===== src/inc/sswm_pkg.sv =====
// Package of constants and types for the serial switch matrix control block
package sswm_pkg;
  localparam int SSWM_WIDTH = 8;
  localparam logic [7:0] SSWM_RESET_VALUE = 8'h00;
  localparam int SSWM_SYNC_STAGES = 2;
  localparam int SSWM_CLK_PERIOD_NS = 20;
  localparam int SSWM_LINK_MAX_MHZ = 30;
  localparam int SSWM_BANK_A_LSB = 0;
  localparam int SSWM_BANK_B_LSB = 4;
  localparam int SSWM_BANK_WIDTH = 4;
endpackage : sswm_pkg


===== src/verilog/sswm_top.sv =====
// Serial switch matrix control: frame-gated shift register, latch and chain output
//
// Operation
// RULE1: Each latched bit drives one switch enable; one closes, zero opens.
// RULE2: Unchanged on bits keep their enable steady across an update, no glitch.
// RULE3: Power-up clears shift register and switches until first valid write latches.
// RULE4: Eight-bit shift register always keeps the last eight bits shifted in.
// RULE5: Shifting enabled only while frame-sync is low; falling edge starts frame.
// RULE6: During a frame, data shifts in on each serial clock falling edge.
// RULE7: Chain output changes on rising edges, lagging input by eight bits.
// RULE8: Frame-sync rising edge latches register to all enables, stops shifting.
// RULE9: With frame-sync high, data and clock activity changes nothing.
// RULE10: Host supplies eight bits, each stable at the serial clock falling edge.
// RULE11: Host lowers frame-sync before clocking, raises it after eight bits.
// RULE12: Host sends the control word most significant bit first.
// RULE13: Active-low reset pin clears register and forces all enables off.
// RULE14: Chain output is open drain: pulls low for zero, releases for one.
// RULE15: Logic works up to the maximum serial rate; host stays below it. Here 50 MHz sampling limits the serial clock far below the 30 MHz maximum.
// RULE16: Bit seven drives switch eight, bit zero switch one; nibbles form banks.
`timescale 1ns/1ps
module sswm_top
  import sswm_pkg::*;
#(
  parameter int WIDTH = SSWM_WIDTH
)
(
  input wire logic clk_sys_in,
  input wire logic rst_in,
  input wire logic reset_n_in,
  input wire logic host_transmit_frame_n_in,
  input wire logic serial_clk_in,
  input wire logic serial_data_in,
  output logic [WIDTH-1:0] switch_source_terminal_en_out,
  output logic [SSWM_BANK_WIDTH-1:0] bank_a_en_out,
  output logic [SSWM_BANK_WIDTH-1:0] bank_b_en_out,
  output logic chain_data_out,
  output logic chain_data_oe_out,
  output logic frame_active_out
);

  // ----------------------------------------------------------------
  // State
  // ----------------------------------------------------------------
  typedef enum logic [1:0] {
    SSWM_IDLE = 2'b01,
    SSWM_SHIFT = 2'b10
  } sswm_mode_t;

  typedef struct packed {
    sswm_mode_t mode;
    logic [WIDTH-1:0] shift;
    logic [WIDTH-1:0] latched;
    logic chain;
    logic rst_meta;
    logic rst_sync;
  } sswm_state_t;

  sswm_state_t state_ff;
  sswm_state_t nxt_state;

  // ----------------------------------------------------------------
  // Helpers
  // ----------------------------------------------------------------
  // Both resets share one picture of a cleared block
  function automatic sswm_state_t clear_core();
    sswm_state_t res;
    res.mode = SSWM_IDLE;
    res.shift = WIDTH'(SSWM_RESET_VALUE);
    res.latched = WIDTH'(SSWM_RESET_VALUE);
    res.chain = 1'b1;
    res.rst_meta = 1'b0;
    res.rst_sync = 1'b0;
    return res;
  endfunction : clear_core

  // Only bits that differ are rewritten, so a switch held on sees no toggle
  function automatic logic [WIDTH-1:0] merge_update
  (
    input logic [WIDTH-1:0] old_bits,
    input logic [WIDTH-1:0] new_bits
  );
    logic [WIDTH-1:0] res;
    res = old_bits;
    for (int i = 0; i < WIDTH; i++)
    begin
      if (old_bits[i] != new_bits[i])
      begin
        res[i] = new_bits[i];
      end
    end
    return res;
  endfunction : merge_update

  function automatic logic [SSWM_BANK_WIDTH-1:0] bank_of(input logic [WIDTH-1:0] bits, input int lsb);
    return bits[lsb +: SSWM_BANK_WIDTH];
  endfunction : bank_of

  // ----------------------------------------------------------------
  // Pin synchronisers
  // ----------------------------------------------------------------
  logic frame_level;
  logic frame_rise;
  logic frame_fall;
  logic sclk_rise;
  logic sclk_fall;
  logic data_level;

  // Idle frame-sync is high, so reset to high avoids a false start
  sswm_sync #(.RESET_LEVEL(1'b1)) u_frame_sync
  (
    .clk_sys_in(clk_sys_in),
    .rst_in(rst_in),
    .async_in(host_transmit_frame_n_in),
    .level_out(frame_level),
    .rise_out(frame_rise),
    .fall_out(frame_fall)
  );

  sswm_sync #(.RESET_LEVEL(1'b0)) u_sclk_sync // RULE15
  (
    .clk_sys_in(clk_sys_in),
    .rst_in(rst_in),
    .async_in(serial_clk_in),
    .level_out(),
    .rise_out(sclk_rise),
    .fall_out(sclk_fall)
  );

  // Same latency as the clock path keeps data aligned to its sampling edge
  sswm_sync #(.RESET_LEVEL(1'b0)) u_data_sync
  (
    .clk_sys_in(clk_sys_in),
    .rst_in(rst_in),
    .async_in(serial_data_in),
    .level_out(data_level),
    .rise_out(),
    .fall_out()
  );

  logic frame_start;
  logic frame_end;

  // Level terms recover an edge that fell while the block was held clear
  assign frame_start = frame_fall | ~frame_level;
  assign frame_end = frame_rise | frame_level;

  // ----------------------------------------------------------------
  // Next state
  // ----------------------------------------------------------------
  always_comb
  begin
    nxt_state = state_ff;
    nxt_state.rst_meta = reset_n_in;
    nxt_state.rst_sync = state_ff.rst_meta;
    if (!state_ff.rst_sync)
    begin
      nxt_state = clear_core(); // RULE13
      nxt_state.rst_meta = reset_n_in;
      nxt_state.rst_sync = state_ff.rst_meta;
    end
    else
    begin
      case (state_ff.mode)
        SSWM_IDLE:
        begin
          // Serial clock and data ignored here
          if (frame_start) // RULE5 RULE9
          begin
            nxt_state.mode = SSWM_SHIFT;
          end
        end
        SSWM_SHIFT:
        begin
          if (frame_end)
          begin
            // All enables updated in one edge; held bits see no change
            nxt_state.latched = merge_update(state_ff.latched, state_ff.shift); // RULE8 RULE2
            nxt_state.mode = SSWM_IDLE; // RULE8
          end
          else
          begin
            if (sclk_fall)
            begin
              nxt_state.shift = {state_ff.shift[WIDTH-2:0], data_level}; // RULE6 RULE4 RULE12
            end
            if (sclk_rise)
            begin
              nxt_state.chain = state_ff.shift[WIDTH-1]; // RULE7
            end
          end
        end
        default:
        begin
          nxt_state.mode = SSWM_IDLE;
        end
      endcase
    end
  end

  always_ff @(posedge clk_sys_in)
  begin
    if (rst_in)
    begin
      state_ff <= clear_core(); // RULE3
    end
    else
    begin
      state_ff <= nxt_state;
    end
  end

  // ----------------------------------------------------------------
  // Outputs
  // ----------------------------------------------------------------
  // Sampling at 50 MHz limits the serial clock far below the pin maximum
  assign switch_source_terminal_en_out = state_ff.latched; // RULE1 RULE16
  assign bank_a_en_out = bank_of(state_ff.latched, SSWM_BANK_A_LSB); // RULE16
  assign bank_b_en_out = bank_of(state_ff.latched, SSWM_BANK_B_LSB); // RULE16
  assign chain_data_out = 1'b0;
  assign chain_data_oe_out = ~state_ff.chain; // RULE14
  assign frame_active_out = (state_ff.mode == SSWM_SHIFT);

endmodule : sswm_top


===== src/verilog/sswm_sync.sv =====
// Two-flop synchroniser with edge detection on the second stage output
`timescale 1ns/1ps
module sswm_sync
  import sswm_pkg::*;
#(
  parameter logic RESET_LEVEL = 1'b0
)
(
  input wire logic clk_sys_in,
  input wire logic rst_in,
  input wire logic async_in,
  output logic level_out,
  output logic rise_out,
  output logic fall_out
);

  typedef struct packed {
    logic meta;
    logic sync;
    logic prev;
  } sswm_sync_state_t;

  sswm_sync_state_t state_ff;
  sswm_sync_state_t nxt_state;

  always_comb
  begin
    nxt_state = state_ff;
    nxt_state.meta = async_in;
    nxt_state.sync = state_ff.meta;
    nxt_state.prev = state_ff.sync;
  end

  always_ff @(posedge clk_sys_in)
  begin
    if (rst_in)
    begin
      state_ff <= {RESET_LEVEL, RESET_LEVEL, RESET_LEVEL};
    end
    else
    begin
      state_ff <= nxt_state;
    end
  end

  // Edges come from stages two and three only, never the metastable stage
  assign level_out = state_ff.sync;
  assign rise_out = state_ff.sync & ~state_ff.prev;
  assign fall_out = ~state_ff.sync & state_ff.prev;

endmodule : sswm_sync


===== config.mk =====
export PLATFORM = sky130hd
export DESIGN_NAME = sswm_top
export DESIGN_NICKNAME = d
export VERILOG_FILES = /design/src/inc/sswm_pkg.sv /design/src/verilog/sswm_top.sv /design/src/verilog/sswm_sync.sv
export SDC_FILE = /design/constraint.sdc
export NUM_CORES = 1
export LEC_CHECK = 0
export BUFFER_PORTS_ARGS = -buffer_cell sky130_fd_sc_hd__buf_2
export CAP_MARGIN = 30
export CORE_ASPECT_RATIO = 1.2
export CORE_UTILIZATION = 46
export DETAILED_ROUTE_END_ITERATION = 8
export GPL_TIMING_DRIVEN = 0
export HOLD_SLACK_MARGIN = 0.06
export PLACE_DENSITY = 0.72
export SLEW_MARGIN = 20
export SYNTH_ARGS = -nofsm -noshare
export SYNTH_HDL_FRONTEND = slang
export SYNTH_SLANG_ARGS = --single-unit

===== constraint.sdc =====
create_clock -name clk_sys_in -period 1.15 [get_ports clk_sys_in]
set_input_delay 0.1725 -clock clk_sys_in [delete_from_list [all_inputs] [get_ports clk_sys_in]]
set_output_delay 0.1725 -clock clk_sys_in [all_outputs]
set_load 0.005 [all_outputs]

==> metrics <==
vias in the first global route=~650; first-pass GRT wire length=about 2500 um; Worst EP arrival=approximately 1400 ps; Initial Util=just under 50%; Slew Viols, Final=0; fin crit period=roughly 1100 ps; GRT Util Overall=12.9%; met1 WL=between 700 and 800 um; DR vias/cell=approximately 4.4; Yosys reg bits=28; Worst-path clk slew=150 ps; xor-xnor portion of the synthesized cell area=0.790%; via count=roughly 760; synthesis-to-layout area growth=24.8%; Clock Tree Buf Depth=2; CORE AREA=0.00228 sq mm; drt initial violations=8; Die Area=0.00261 sq mm; Internal=between 1 and 1.5 mW; post-synthesis compound-gate area fraction=less than 1%; initial antenna violation count=0; crit start category=flip-flop; Hold Path Class=in2reg; syn_nets=114; total of warnings raised by yosys=0; Mean Syn Cell Area=10.3 sq um; min-delay src=rst_in; Sw Pwr=between 0.3 and 0.4 mW; CTS root buffer=clkbuf_4; Post-Synth Simple-Gate Area=between 15 and 20%; Critical Path Source=state_ff[19]$_SDFFE_PP1P_; Cell Pwr Density=around 1200 mW/mm^2; Mapped Area=approximately 0.0011 sq mm; Max-cap violations=0; Antenna Diode Count=0; final-report hold violation count=0; RSZ-0062 raised after global routing=yes; Syn Inst Count=around 110; final WL=1550 um; pin count of the biggest net entering global routing=17; DR WL/cell=around 9.0 um; outcome=completed; post-route ant nets=0; share of cells above drive strength 1=40.4%; Synth Area in Adders=0%; max layer used=met4; FF-to-FF Start=state_ff[19]$_SDFFE_PP1P_; clock skew=between 10 and 15 ps; placed instance area=approximately 0.0013 sq mm; Seq pwr share=between 50% and 60%; crit path capture type=flip-flop; worst slack, placed=-69.6 ps; Cell variety after synth=19; Vert. Die Dim=roughly 56 um; multiplexer share of the synthesized area=~14%; Final setup viols=0; main combinational cell family by area after synthesis=simple AND/OR/NAND/NOR gates; Comb pwr share=a little under 3%; WL met2=between 700 and 800 um; I/O pin count=25; register area share after synthesis=50.6%; Total Power=roughly 1.7 mW; Crit Path Class=reg2reg; port buffer count=23; post-route cell area=about 0.0014 sq mm; Tcrit/Tclk final=approximately 99%; Critical Path RT=around 1400 ps; leakage power=0.699 nW; switching part of the total power=between 15 and 20%; fmax=0.875 GHz; clk_lat worst skew=around 330 ps; Placer Congestion=just over 0.7; Clk network pwr share=between 30% and 40%; die width=around 47 um; total grt overflow=0; cts bufs inserted=3; DR WL met3=just under 60 um; DRT Pass-1 Iters=3; maximum vdd drop=about 0.0009 V; nets=roughly 150; Site Rows=19; drt drc=0; clock sinks=28; Crit Path Max Fanout=6; CTS H-tree depth=1; CTS tree=built; setup ws final=6.81 ps
==> power groups by stage <==
stage / Clock (mW) / Sequential, mW / Combinational (mW)
final: 0.637 / 0.989 / 0.0489
after global routing: 0.688 / 0.992 / 0.0538
after CTS: 0.646 / 0.991 / 0.0474
after detailed placement: 0 / 1.01 / 0.0368
after global placement: 0 / 1.01 / 0.0357
after floorplan: 0 / 1.01 / 0.0243
==> cells in the final DEF (no fill, tap or decap), drive strengths merged <==
cell type / count
a21oi: 1
and3b: 1
buf: 44
bufinv: 1
clkbuf: 6
conb: 1
dfxtp: 28
dlygate4sd3: 4
inv: 2
mux2i: 16
nand2: 9
nand2b: 1
nand3: 1
nand3b: 3
nor2: 8
nor2b: 10
nor3: 1
nor3b: 1
or2: 2
xnor2: 1
==> cells by family after synthesis <==
| group | Yosys count |
|---|---|
| and+or+nand+nor | 37 |
| other | 1 |
| DFF | 28 |
| muxes | 16 |
| AOI/OAI and AO/OA | 1 |
| xor gates and xnor gates | 1 |
| buffers and inverters | 24 |
==> worst max-delay path, stage by stage (launching register included) <==
cell	delay, ps
dfxtp_2	370
nor3b_4	200
and3b_1	200
buf_6	140
mux2i_1	180
==> Yosys cell counts (all sizes together) <==
| master | n | share of area [%] |
|---|---|---|
| clkbuf | 3 | 1.0 |
| buf | 19 | 13 |
| nand2b | 1 | 0.56 |
| nor2b | 10 | 5.6 |
| nor3b | 1 | 1.7 |
| conb | 1 | 0.34 |
| and3b | 1 | 0.79 |
| nor2 | 8 | 2.7 |
| a21oi | 1 | 0.45 |
| inv | 2 | 0.68 |
| nand3 | 1 | 0.45 |
| nor3 | 1 | 0.45 |
| nand2 | 9 | 3.0 |
| or2 | 2 | 1.1 |
| nand3b | 3 | 2.0 |
| xnor2 | 1 | 0.79 |
| dfxtp | 28 | 51 |
| mux2i | 16 | 14 |
==> routing by layer <==
metal | track usage (%) | up-vias
met5 | 0 | -
met4 | 7.35 | 0
met3 | 1.95 | 5
met2 | 20.0 | 18
met1 | 16.4 | 341
li1 | - | 391
==> worst paths after layout <==
check	to	cells past startpoint	slack [ps]
hold / removal	state_ff[2]$_SDFFE_PP1P_	4	270
setup reg to reg	state_ff[11]$_SDFFE_PP0P_	4	7
setup / recovery	state_ff[11]$_SDFFE_PP0P_	4	7
hold reg to reg	u_frame_sync.level_out$_SDFF_PP1_	1	430
==> per-stage QoR <==
step	hold WS, ps	TNS (ps)	utilization [%]	std cells
final	274	0	60.6	172
after detailed placement	362	-364	55.3	162
after global placement	357	-116	55.3	162
after CTS	275	0	59.9	171
after global routing	306	-318	60.6	172
after floorplan	276	0	-	108
==> state kept, by name, summed over array words and instances, names as in the netlist <==
register	count
nxt_state	1
state_ff	12
switch_source_terminal_en_out	8
u_data_sync.level_out	1
u_data_sync.nxt_state	1
u_frame_sync.level_out	1
u_frame_sync.nxt_state	1
u_sclk_sync.level_out	1
u_sclk_sync.nxt_state	1
u_sclk_sync.state_ff	1
==> layout make-up <==
cell class,instances,area [sq um]
Clock inverter,1,30.0
Inverter,2,7.51
Tap cell,31,38.8
Multi-Input combinational cell,56,388
Clock buffer,3,22.5
Timing Repair Buffer,29,170
Buffer,22,159
Fill cell,216,898
Sequential cell,28,568
==> what timing repair did <==
action / CTS / global route
endpoints found under the setup margin: 7 / 10
buffers inserted: 1 / 1
endpoints found under the hold margin: 4 / 0
gates resized for setup: 4 / 3
hold buffers: 4 / 0
pin swaps: 1 / 2
Power figures use the tool's default switching activity.
